==> src/btt_pkg.sv <==
package btt_pkg;

  localparam logic BTT_ON  = 1'b0;
  localparam logic BTT_OFF = 1'b1;

  typedef enum logic [2:0] {
    BTT_IDLE,
    BTT_TURN,
    BTT_WAIT,
    BTT_COMMIT,
    BTT_STOPPING,
    BTT_RELEASE
  } btt_state_t;

  // what the back end wants done with the current data phase
  typedef enum logic [1:0] {
    BTT_RESP_CONT,
    BTT_RESP_DISC_DATA,
    BTT_RESP_STOP,
    BTT_RESP_ABORT
  } btt_resp_t;

  typedef enum logic [1:0] {
    BTT_END_NORMAL,
    BTT_END_RETRY,
    BTT_END_DISC,
    BTT_END_ABORT
  } btt_end_t;

  typedef struct packed {
    logic devsel_n;
    logic trdy_n;
    logic stop_n;
  } btt_drive_t;

  localparam btt_drive_t BTT_DRIVE_IDLE = '{
    devsel_n: BTT_OFF,
    trdy_n:   BTT_OFF,
    stop_n:   BTT_OFF
  };

endpackage

==> src/btt_target.sv <==
`timescale 1ns/10ps
`default_nettype none

module btt_target
  import btt_pkg::*;
(
  input  wire logic      sys_clk_in,
  input  wire logic      rst_in,
  input  wire logic      frame_n_in,
  input  wire logic      irdy_n_in,
  input  wire logic      claim_in,
  input  wire logic      read_in,
  input  wire logic      resp_valid_in,
  input  wire btt_resp_t resp_kind_in,
  output var  logic      devsel_n_out,
  output var  logic      devsel_oe_n_out,
  output var  logic      trdy_n_out,
  output var  logic      trdy_oe_n_out,
  output var  logic      stop_n_out,
  output var  logic      stop_oe_n_out,
  output var  logic      resp_ready_out,
  output var  logic      xfer_out,
  output var  logic      phase_done_out,
  output var  logic      end_valid_out,
  output var  btt_end_t  end_kind_out,
  output var  logic      abnormal_out
);

  btt_state_t state;
  btt_state_t next_state;
  btt_drive_t drv;
  btt_drive_t next_drv;
  logic       drive_n;
  logic       next_drive_n;
  logic       resp_ready;
  logic       next_resp_ready;
  logic       xfer;
  logic       next_xfer;
  logic       phase_done_q;
  logic       next_phase_done_q;
  logic       end_valid;
  logic       next_end_valid;
  btt_end_t   end_kind;
  btt_end_t   next_end_kind;
  logic       abnormal;
  logic       next_abnormal;
  logic       moved;
  logic       next_moved;
  logic       first;
  logic       next_first;

  logic       phase_done;
  logic       data_moved;
  logic       last_done;
  logic       take;
  btt_end_t   ending;

  btt_phase_mon u_mon (
    .frame_n_in (frame_n_in),
    .irdy_n_in  (irdy_n_in),
    .trdy_n_in  (drv.trdy_n),
    .stop_n_in  (drv.stop_n),
    .done_out   (phase_done),
    .xfer_out   (data_moved),
    .last_out   (last_done)
  );

  // map a back-end answer onto the pin commitment
  function automatic btt_drive_t encode(input btt_resp_t kind);
    btt_drive_t d;
    d = '{devsel_n: BTT_ON, trdy_n: BTT_OFF, stop_n: BTT_OFF};
    case (kind)
      BTT_RESP_CONT: begin
        d.trdy_n = BTT_ON;
      end
      BTT_RESP_DISC_DATA: begin
        d.trdy_n = BTT_ON;
        d.stop_n = BTT_ON;
      end
      BTT_RESP_STOP: begin
        d.stop_n = BTT_ON;
      end
      BTT_RESP_ABORT: begin
        d.devsel_n = BTT_OFF;
        d.stop_n   = BTT_ON;
      end
      default: begin
        d = BTT_DRIVE_IDLE;
      end
    endcase
    return d;
  endfunction

  // how the transaction ended, judged on its last completing phase and on data moved in earlier phases
  always_comb begin
    if (drv.devsel_n) begin
      ending = BTT_END_ABORT;
    end else if (drv.stop_n) begin
      ending = BTT_END_NORMAL;
    end else if (first && data_moved) begin
      // single phase with trdy and stop is a plain completion
      ending = BTT_END_NORMAL;
    end else if (moved || data_moved) begin
      ending = BTT_END_DISC;
    end else begin
      ending = BTT_END_RETRY;
    end
  end

  always_comb begin
    next_state        = state;
    next_drv          = drv;
    next_drive_n      = drive_n;
    next_xfer         = data_moved;
    next_phase_done_q = phase_done;
    next_end_valid    = 1'b0;
    next_end_kind     = end_kind;
    next_abnormal     = 1'b0;
    next_moved        = moved;
    next_first        = first;
    take              = 1'b0;
    case (state)
      BTT_IDLE: begin
        if (claim_in) begin
          next_drive_n     = BTT_ON;
          next_drv         = BTT_DRIVE_IDLE;
          next_drv.devsel_n = BTT_ON;
          next_moved       = 1'b0;
          next_first       = 1'b1;
          if (read_in) begin
            // turnaround: devsel only, stop must stay off
            next_state = BTT_TURN;
          end else if (resp_valid_in && resp_kind_in != BTT_RESP_ABORT) begin
            // fast claim: devsel, trdy and stop together
            take       = 1'b1;
            next_drv   = encode(resp_kind_in);
            next_state = BTT_COMMIT;
          end else begin
            next_state = BTT_WAIT;
          end
        end
      end
      BTT_TURN: begin
        next_state = BTT_WAIT;
      end
      BTT_WAIT: begin
        // no commitment yet: trdy and stop both off
        // stop only appears with the answer that completes
        if (resp_valid_in) begin
          take       = 1'b1;
          next_drv   = encode(resp_kind_in);
          next_state = BTT_COMMIT;
        end
      end
      BTT_COMMIT: begin
        // drive stays frozen until the phase completes
        if (phase_done) begin
          next_first = 1'b0;
          if (data_moved) begin
            next_moved = 1'b1;
          end
          if (last_done) begin
            next_drv       = BTT_DRIVE_IDLE;
            next_state     = BTT_RELEASE;
            next_end_valid = 1'b1;
            next_end_kind  = ending;
            next_abnormal  = (ending == BTT_END_ABORT);
          end else if (!drv.stop_n) begin
            // master goes on: drop trdy, keep stop
            next_drv.trdy_n = BTT_OFF;
            next_state      = BTT_STOPPING;
          end else begin
            next_drv.trdy_n = BTT_OFF;
            next_state      = BTT_WAIT;
          end
        end
      end
      BTT_STOPPING: begin
        // stop held through any number of master phases
        if (last_done) begin
          next_drv       = BTT_DRIVE_IDLE;
          next_state     = BTT_RELEASE;
          next_end_valid = 1'b1;
          next_end_kind  = ending;
          next_abnormal  = (ending == BTT_END_ABORT);
        end
      end
      BTT_RELEASE: begin
        // one cycle driven high, then float; idle even after abort
        next_drive_n = BTT_OFF;
        next_state   = BTT_IDLE;
      end
      default: begin
        next_state   = BTT_IDLE;
        next_drv     = BTT_DRIVE_IDLE;
        next_drive_n = BTT_OFF;
      end
    endcase
    next_resp_ready = (next_state == BTT_WAIT);
  end

  always_ff @(posedge sys_clk_in or posedge rst_in) begin
    if (rst_in) begin
      state        <= BTT_IDLE;
      drv          <= BTT_DRIVE_IDLE;
      drive_n      <= BTT_OFF;
      resp_ready   <= 1'b0;
      xfer         <= 1'b0;
      phase_done_q <= 1'b0;
      end_valid    <= 1'b0;
      end_kind     <= BTT_END_NORMAL;
      abnormal     <= 1'b0;
      moved        <= 1'b0;
      first        <= 1'b0;
    end else begin
      state        <= next_state;
      drv          <= next_drv;
      drive_n      <= next_drive_n;
      resp_ready   <= next_resp_ready;
      xfer         <= next_xfer;
      phase_done_q <= next_phase_done_q;
      end_valid    <= next_end_valid;
      end_kind     <= next_end_kind;
      abnormal     <= next_abnormal;
      moved        <= next_moved;
      first        <= next_first;
    end
  end

  assign devsel_n_out    = drv.devsel_n;
  assign trdy_n_out      = drv.trdy_n;
  assign stop_n_out      = drv.stop_n;
  assign devsel_oe_n_out = drive_n;
  assign trdy_oe_n_out   = drive_n;
  assign stop_oe_n_out   = drive_n;
  assign resp_ready_out  = resp_ready;
  assign xfer_out        = xfer;
  assign phase_done_out  = phase_done_q;
  assign end_valid_out   = end_valid;
  assign end_kind_out    = end_kind;
  assign abnormal_out    = abnormal;
endmodule

`default_nettype wire

==> src/btt_phase_mon.sv <==
`timescale 1ns/10ps
`default_nettype none

module btt_phase_mon (
  input  wire logic frame_n_in,
  input  wire logic irdy_n_in,
  input  wire logic trdy_n_in,
  input  wire logic stop_n_in,
  output var  logic done_out,
  output var  logic xfer_out,
  output var  logic last_out
);

  always_comb begin
    // all controls active low, judged at the rising edge
    done_out = !irdy_n_in && (!trdy_n_in || !stop_n_in);
    xfer_out = !irdy_n_in && !trdy_n_in;
    // frame high at completion marks the master's final phase
    last_out = done_out && frame_n_in;
  end

endmodule

`default_nettype wire

==> config.mk <==
export PLATFORM = sky130hd
export DESIGN_NAME = btt_target
export DESIGN_NICKNAME = d
export VERILOG_FILES = /design/src/btt_pkg.sv /design/src/btt_target.sv /design/src/btt_phase_mon.sv
export SDC_FILE = /design/constraint.sdc
export NUM_CORES = 1
export LEC_CHECK = 0
export ABC_AREA = 1
export BUFFER_PORTS_ARGS = -buffer_cell sky130_fd_sc_hd__buf_2
export CORE_MARGIN = 1.5
export CORE_UTILIZATION = 46
export DETAILED_ROUTE_END_ITERATION = 6
export PLACE_DENSITY = 0.7
export SLEW_MARGIN = 20
export SYNTH_ARGS = -nofsm -noshare
export SYNTH_HDL_FRONTEND = slang
export SYNTH_SLANG_ARGS = --single-unit
==> constraint.sdc <==
create_clock -name sys_clk_in -period 1.2 [get_ports sys_clk_in]
set_clock_uncertainty 0.05 [all_clocks]
set_input_delay 0.18 -clock sys_clk_in [delete_from_list [all_inputs] [get_ports sys_clk_in]]
set_output_delay 0.18 -clock sys_clk_in [all_outputs]
set_load 0.03 [all_outputs]
-- Word level (Yosys, flattened, before mapping)
Cells that the tools add are included.
- equal/unequal tests: 17
- muxes and demuxes: 41
- bitwise logic cells: 2
- reductions and logical operators: 24
- operators by type and width (operator ; count):
    two-way mux 3 bit ; 12
    case mux 3 bit (5 select lines) ; 2
    two-way mux 1 bit ; 14
    two-way mux 2 bit ; 7
    inequality test 2 bit, second input constant ; 7
    case mux 1 bit (2 select lines) ; 5
    equality test 3 x 2 -> 1 bit, second input constant ; 3
    equality test 2 bit, second input constant ; 3
    equality test 3 bit, second input constant ; 2
    AND reduction 6 bit ; 1
    logical AND 1 bit ; 5
    AND reduction 5 bit ; 1
    case mux 2 bit (2 select lines) ; 1
    AND reduction 2 bit ; 2
    AND reduction 4 bit ; 1
    nonzero test 2 bit ; 2
    OR reduction 2 bit ; 2
    OR reduction 4 bit ; 1
    equality test 3 x 1 -> 1 bit, second input constant ; 1
    logical NOT 1 bit ; 3
    logical NOT 3 bit ; 1
    AND reduction 3 bit ; 1
    OR reduction 3 bit ; 1
    equality test 2 x 1 -> 1 bit, second input constant ; 1
    3 further kinds ; 5
- register bits: 16
- input port bits: 9
- output and inout bits: 13

-- Depth between registers and ports, before layout
Gate-level depths: netlist (run 1).
- depth in word-level cells: 11
- gate-level depth with buffers: 8
- depth with buffers taken out: 8

-- Modules after synthesis
From an unflattened synthesis (run 1), not the netlist that was laid out.
- cells, all modules: 121
- area, all modules: 930.9 µm²
- modules (own cells, without submodules) (module ; instances ; cells an instance ; area each (µm²)):
    btt_target ; 1 ; 114 ; 899.6
    btt_phase_mon ; 1 ; 7 ; 31.3

-- Worst setup path before layout (run 1)
OpenSTA, ideal clock, no wires.
- path kind: register to register
- start point: register drv (netlist bit stop_n_out)
- end point: register state[1]
- library setup time: 0.121 ns
- arrival time: 1.214 ns
- data required time: 1.029 ns
- setup slack: -0.185 ns
- cell stages (with the launch flop): 8
- path buffers: 0
- cell sequence: dfstp_2 > nand2_1 > nand2_1 > inv_1 > nand3_1 > nor2_1 > nor2_1 > inv_1
- longest elaborated chain between the ends: 7
- elaborated cells between the ends (all ways): 9
- those cells by class: mux: 5; reduce/logical: 4
- ends and longest elaborated chain (item ; RTL line ; text):
    start: declaration ; btt_target.sv:31 ; btt_drive_t drv;
    start signal: assignment ; btt_target.sv:217 ; drv <= next_drv;
    logical NOT 1 bit * ; btt_phase_mon.sv:16 ; done_out = !irdy_n_in && (!trdy_n_in || !stop_n_in);
    logical OR 1 bit * ; btt_phase_mon.sv:16 ;
    logical AND 1 bit * ; btt_phase_mon.sv:16 ;
    named net next_phase_done_q ; btt_target.sv:40 ; logic next_phase_done_q;
    logical AND 1 bit ; btt_phase_mon.sv:19 ; last_out = done_out && frame_n_in;
    two-way mux 3 bit ; btt_target.sv:162 ; if (last_done) begin
    two-way mux 3 bit ; btt_target.sv:157 ; if (phase_done) begin
    case mux 3 bit (5 select lines) * ; btt_target.sv:122 ; case (state)
    named net next_state[1] ; btt_target.sv:30 ; btt_state_t next_state;
    end signal: assignment ; btt_target.sv:216 ; state <= next_state;
    end: declaration ; btt_target.sv:29 ; btt_state_t state;
Mark *: on every way through the listed nets, which the timed path passes. The rest lies on a longest branch.
A chain may end at the register's enable or synchronous reset.

-- Worst setup path in the final report (run 1)
- start point: register drv (netlist bit trdy_n_out)
- end point: register state[1]
The elaborated chain is that of the path after synthesis.

==> results of run 1 <==
[cell families after synthesis]
logic type / Yosys count
and+or+nand+nor: 74
buffers and inverters: 18
DFF: 16
AOI/OAI and AO/OA: 9
[power by group through the flow]
stage	clock network, mW	registers (mW)	logic, mW
global route	0.398	1.13	3.22
global placement	0	0.994	1.99
CTS	0.356	1.07	2.71
finish	0.370	1.11	3.02
floorplan	0	1.28	1.15
detailed placement	0	1.00	2.03
[flip-flops by register name, indices dropped and copies added, names as in the netlist]
register,count
devsel_oe_n_out,1
abnormal_out,1
state,3
resp_ready_out,1
end_valid_out,1
end_kind_out,2
devsel_n_out,1
trdy_n_out,1
moved,1
phase_done_out,1
first,1
stop_n_out,1
xfer_out,1
[synthesized netlist by cell type, types with 2 or more instances]
cell	n	share of area [%]
buf_4	2	1.7
dfrtp_1	12	34
dfstp_2	4	12
inv_1	12	5.1
inv_2	3	1.3
nand2_1	34	14
nand2_2	5	3.5
nand3_1	15	8.4
nand3_2	2	2.2
nor2_1	10	4.2
nor2_2	4	2.8
o21ai_0	5	2.8
[stage by stage]
step | util [%] | power, mW | instance area, µm² | setup TNS (ps) | setup WS (ps)
global placement | 62.55 | 2.980 | 1104 | -535.0 | -89.36
global route | 82.70 | 4.745 | 1459 | -2062 | -182.8
finish | 82.70 | 4.493 | 1459 | -1226 | -120.6
CTS | 79.22 | 4.140 | 1398 | -615.5 | -89.18
detailed placement | 62.55 | 3.028 | 1104 | -855.7 | -130.7
floorplan | - | 2.432 | 895.9 | -694.1 | -153.0
[path summary, 6_finish.rpt]
path / slack [ps] / to / startpoint / cells after the start
min in group asynchronous: 370 / first / rst_in / 4
hold / removal: 30 / xfer_out / irdy_n_in / 2
max in group asynchronous: 480 / trdy_n_out / rst_in / 4
hold reg to reg: 420 / end_kind_out[0] / end_kind_out[0] / 2
setup reg to reg: -120 / state[1] / trdy_n_out / 7
setup / recovery: -120 / state[1] / trdy_n_out / 7
[area by class of cell]
class,count,area share [%]
Timing Repair Buffer,47,25.39
Inverter,15,4.374
Tap cell,25,2.144
Multi-Input combinational cell,83,37.56
Sequential cell,16,28.04
Clock buffer,4,2.487
[metal layers]
layer  global-route usage [%]  routed length, µm
met2                    50.41               1480
met3                    4.231                150
met4                    21.11                 83
met5                        0                  0
met1                    31.54               1107
[timing repair]
| action | 4_1_cts | 5_1_grt |
|---|---|---|
| resized for setup | 49 | 15 |
| hold buffers | 1 | 0 |
| setup buffers | 12 | 0 |
| pin swaps | 18 | 8 |
| endpoints found under the setup margin | 19 | 20 |
| hold endpoints to repair | 12 | 0 |
==> run_results.csv, run 1 <==
group,metric,value,unit
sta,worst_slew_pin_slew,259.7,ps
sta,period_needed,1321,ps
power,power.sequential.fraction,24.6,%
floorplanning,core,0.001764,mm²
final_layout,area_used_by_multi_input_combinational_logic,548.0,µm²
worst_setup_path,cp.required,1340,ps
worst_setup_path,worst-path-buf-inv,2,
synthesis,synth-xor-area-share,0,%
worst_setup_path,crit_fanout,3,
worst_setup_path,cp.arrival,1460,ps
drt,dr.pass1.iters,4,
power,power_per_cell_area,3080,mW/mm²
final_layout,nets,175,
cts,cts_max_level,1,
final_layout,syn_to_layout_area_delta,63.76,%
worst_setup_path,worstSetupStartpointType,"flop",
drt,routed_via_density,5.174,
drt,drt-initial-drc-count,23,
synthesis,synth_area_per_cell,7.614,µm²
status,outcome,"complete, but fails checks",
floorplanning,initial_core_util,50.50,%
floorplanning,die-height,47.01,µm
sta,hold_violations,0,
final_layout,post_route_cells_drive_above_1_share,59.39,%
drt,detail_route.wl_per_cell,14.85,µm
final_layout,seq_area,409.1,µm²
synthesis,mappedNetlistNets,126,
final_layout,final.fill_count,107,
drt,drt_wl_total,2.821,mm
cts,cts.clk_slew.worst_paths,100,ps
synthesis,yosysUniqueCellTypes,21,
drt,drcViolationCount,0,
floorplanning,std_cell_rows,15,
synthesis,synthesized_area_fraction_occupied_by_adder_cells,0,%
power,power.net_switching,2.167,mW
placement,place_hpwl,1.523,mm
worst_setup_path,crit_path_frequent_cell,"nor2_1",
synthesis,post_synth_mux_area_share,0,%
grt,grt_overflow_total,0,
final_layout,layout_commonest_cell,"nand2_1",
status,violations_in_the_final_reports,"negative setup slack",
grt,antenna_violations_before_repair,0,
hold_path,timing.hold.worst.class,"primary input to flop",
synthesis,synth-edff-count,0,
cts,clock_sinks,16,
floorplanning,floorplan.die.width,47.01,µm
cts,clockRootBuffer,"clkbuf_4",
final_layout,antenna_cells,0,
drt,antenna_left,0,
sta,finalHoldWorstSlack,26.41,ps
run,max_cap_violation_count,0,
grt,grt_use_total,28.91,%
worst_setup_path,critPathTopFamily,"flip-flops",
synthesis,asyncSetResetFlopFracSynth,100.0,%
worst_setup_path,critPathSlowestCell,"dfstp_2",
power,max-vdd-ir-drop,1943,µV
power,power.static_leakage,0.7638,nW
sta,grt_setup_unrepaired,"yes",
cts,clock_path_buffers,2,
synthesis,dominant_combinational_cell_family_by_area_after_synthesis,"simple AND/OR/NAND/NOR gates",
worst_setup_path,crit_path_max_incr_delay,560,ps
cts,tritoncts.num_buffers,3,
synthesis,synth_ff_type,"dfrtp_1",
synthesis,yosys_register_bits,16,
synthesis,synth-seq-area-share,45.51,%
final_layout,post_layout_cell_count,190,
worst_setup_path,worst_setup_path_end_kind,"flop",
final_layout,mostFrequentLayoutCells,"nand2_1, buf_4, buf_2, buf_6, nand3_1",
power,switch_share,48.22,%
sta,slew_viol_final,0,
grt,grt_first_pass_wirelength,4.416,mm
synthesis,total_number_of_yosys_warnings,0,
sta,setup_viol_count_final,19,
floorplanning,floorplan.die_area,0.002209,mm²
placement,post-place-cells,173,
placement,gp_congestion,0.8623,
cts,tritoncts_clock_tree,"yes",
synthesis,mappedNetlistArea,890.9,µm²
placement,io_buffer_count,21,
worst_setup_path,crit_path_cell_trace,"nand2_2, nand2_4, inv_2, nand3_2, nor2_1, nor2_1, inv_1",
sta,finalCritPeriodShare,110.1,%
power,combinational_power_share,67.1,%
synthesis,synth_cells,117,
cts,latest_clock_arrival_within_the_worst_skew_pair,290,ps
power,internal_power,2.327,mW
grt,first_global_vias,1045,
sta,max_clock_freq,757.2,MHz
drt,route.vias.total,983,
sta,slew_headroom,82.51,%
synthesis,post_synth_and_or_nand_nor_area_fraction,39.33,%
grt,grt_max_degree,17,
power,clock_power_share,8.2,%
sta,fin_ws,-120.6,ps
synthesis,synth_compound_gate_area_share,5.899,%
worst_setup_path,critPathKind,"flop to flop",
floorplanning,pin_count,22,
Note: power is estimated with default switching activity, not from simulation.
==> inputs of run 2 (changes only) <==
--- a/config.mk
+++ b/config.mk
@@ -8,9 +8,9 @@
 export ABC_AREA = 1
 export BUFFER_PORTS_ARGS = -buffer_cell sky130_fd_sc_hd__buf_2
 export CORE_MARGIN = 1.5
-export CORE_UTILIZATION = 46
+export CORE_UTILIZATION = 55
 export DETAILED_ROUTE_END_ITERATION = 6
-export PLACE_DENSITY = 0.7
+export PLACE_DENSITY = 0.79
 export SLEW_MARGIN = 20
 export SYNTH_ARGS = -nofsm -noshare
 export SYNTH_HDL_FRONTEND = slang
==> constraint.sdc (replaced) <==
create_clock -name sys_clk_in -period 1.6 [get_ports sys_clk_in]
set_clock_uncertainty 0.05 [all_clocks]
set_input_delay 0.24 -clock sys_clk_in [delete_from_list [all_inputs] [get_ports sys_clk_in]]
set_output_delay 0.24 -clock sys_clk_in [all_outputs]
set_load 0.03 [all_outputs]
==> run_results.csv, run 2 (synthesized netlist as in run 1, its figures left out) <==
group,metric,value,unit
placement,place_hpwl,1.355,mm
worst_setup_path,crit_fanout,6,
worst_setup_path,worstSetupStartpointType,"flop",
sta,period_needed,1450,ps
drt,detail_route.wl_per_cell,11.12,µm
cts,clock_sinks,16,
power,report.power.total,2.332,mW
final_layout,final.fill_count,121,
final_layout,post_layout_cell_count,156,
floorplanning,std_cell_rows,14,
sta,finalHoldWorstSlack,99.06,ps
drt,route.vias.total,827,
cts,cts-resized-gates,0,
drt,drt_wl_total,1.734,mm
final_layout,mostFrequentLayoutCells,"nand2_1, buf_2, nand3_1, inv_1, dfrtp_1",
cts,clockRootBuffer,"clkbuf_4",
sta,worst_slew_pin_slew,593.6,ps
worst_setup_path,reg2regPathDepth,7,
hold_path,hp-start,"irdy_n_in",
worst_setup_path,setup.worst_path.start,"stop_n_out",
sta,slew_viol_final,0,
worst_setup_path,cp.required,1730,ps
power,power.static_leakage,0.5788,nW
final_layout,final_util,68.77,%
floorplanning,initial_core_util,59.14,%
sta,grt_setup_unrepaired,"no",
grt,first_global_vias,730,
cts,tritoncts_clock_tree,"yes",
placement,io_buffer_count,21,
placement,post-place-cells,151,
cts,cts.clk_slew.worst_paths,90,ps
final_layout,design_area,0.001036,mm²
floorplanning,die-height,43.25,µm
grt,antenna_violations_before_repair,0,
worst_setup_path,worst_setup_path_end_kind,"flop",
grt,grt_max_degree,17,
worst_setup_path,crit_path_max_incr_delay,590,ps
floorplanning,floorplan.die_area,0.001870,mm²
run,max_cap_violation_count,0,
sta,slew_headroom,60.38,%
sta,hold_violations,0,
drt,routed_via_density,5.301,
sta,max_clock_freq,689.6,MHz
cts,tritoncts.num_buffers,3,
power,max-vdd-ir-drop,1028,µV
worst_setup_path,critPathSlowestCell,"dfstp_2",
worst_setup_path,ff2ff_setup_slack,150,ps
status,outcome,"finished clean",
cts,latest_clock_arrival_within_the_worst_skew_pair,290,ps
drt,dr.pass1.iters,4,
final_layout,nets,150,
worst_setup_path,worst-path-buf-inv,2,
final_layout,layout_commonest_cell,"nand2_1",
hold_path,timing.hold.worst.class,"primary input to flop",
placement,gp_congestion,0.9451,
placement,place_area,989.7,µm²
worst_setup_path,crit_path_cell_trace,"nand2_1, nand2_1, inv_1, nand3_1, nor2_1, nor2_1, inv_1",
grt,grt_first_pass_wirelength,2.918,mm
worst_setup_path,worst_setup_path_endpoint,"state[1]",
final_layout,largest_reg_flops,3,
worst_setup_path,cp.arrival,1580,ps
cts,cts.hold.buffers_added,1,
worst_setup_path,critPathTopFamily,"flip-flops",
drt,antenna_left,0,
worst_setup_path,rr_endpoint,"state[1]",
sta,finalCritPeriodShare,90.64,%
final_layout,register_with_the_highest_flop_count,"state",
floorplanning,pin_count,22,
final_layout,post_route_cells_drive_above_1_share,33.57,%
drt,drcViolationCount,0,
hold_path,hold_path_depth,2,
cts,cts_max_level,1,
placement,preCtsSetupSlack,170.8,ps
sta,fin_tns_setup,0,ps
final_layout,antenna_cells,0,
power,power_per_cell_area,2251,mW/mm²
grt,grt_use_total,21.03,%
worst_setup_path,path_depth,7,
worst_setup_path,critPathKind,"flop to flop",
cts,clock_path_buffers,2,
final_layout,syn_to_layout_area_delta,16.29,%
grt,grt_overflow_total,0,
sta,fin_ws,149.8,ps
worst_setup_path,r2r_start,"stop_n_out",
floorplanning,core,0.001506,mm²
drt,drt-initial-drc-count,33,
cts,cts_setup_buffers,0,
floorplanning,floorplan.die.width,43.25,µm
sta,setup_viol_count_final,0,
## run 2: changes by cell type in the layout (fill, tap and decap cells not counted), sizes merged
cell,change
buf,-25
## run 2: power by group
part,switching [mW],internal [mW]
combinational,0.887,0.406
sequential,0.161,0.615
clock,0.124,0.139
total,1.17,1.16
## run 2: area by class of cell
type                    instances  area [µm²]  area share, %
clock buffers                   4       36.28          3.502
inverters                      15       56.30          5.435
multi-input cells              83       402.9          38.89
flip-flops and latches         16       405.4          39.13
well taps                      16       20.02          1.932
repair buffers                 22       115.1          11.11
## run 2: how the worst min path moves through the flow
stage                         to  slack (ps)
floorplan           abnormal_out         100
global placement           moved         270
detailed placement         moved         280
CTS                     xfer_out          90
global route            xfer_out         100
finish                  xfer_out         100
## run 2: routing by layer
metal	wire (µm)	up-vias	share of wire, %	track usage, %
met1	733	360	42	26.06
met3	113	7	6.5	2.553
met4	58	0	3.3	15.15
met5	0	-	0	0
li1	-	420	-	-
met2	829	40	48	33.13
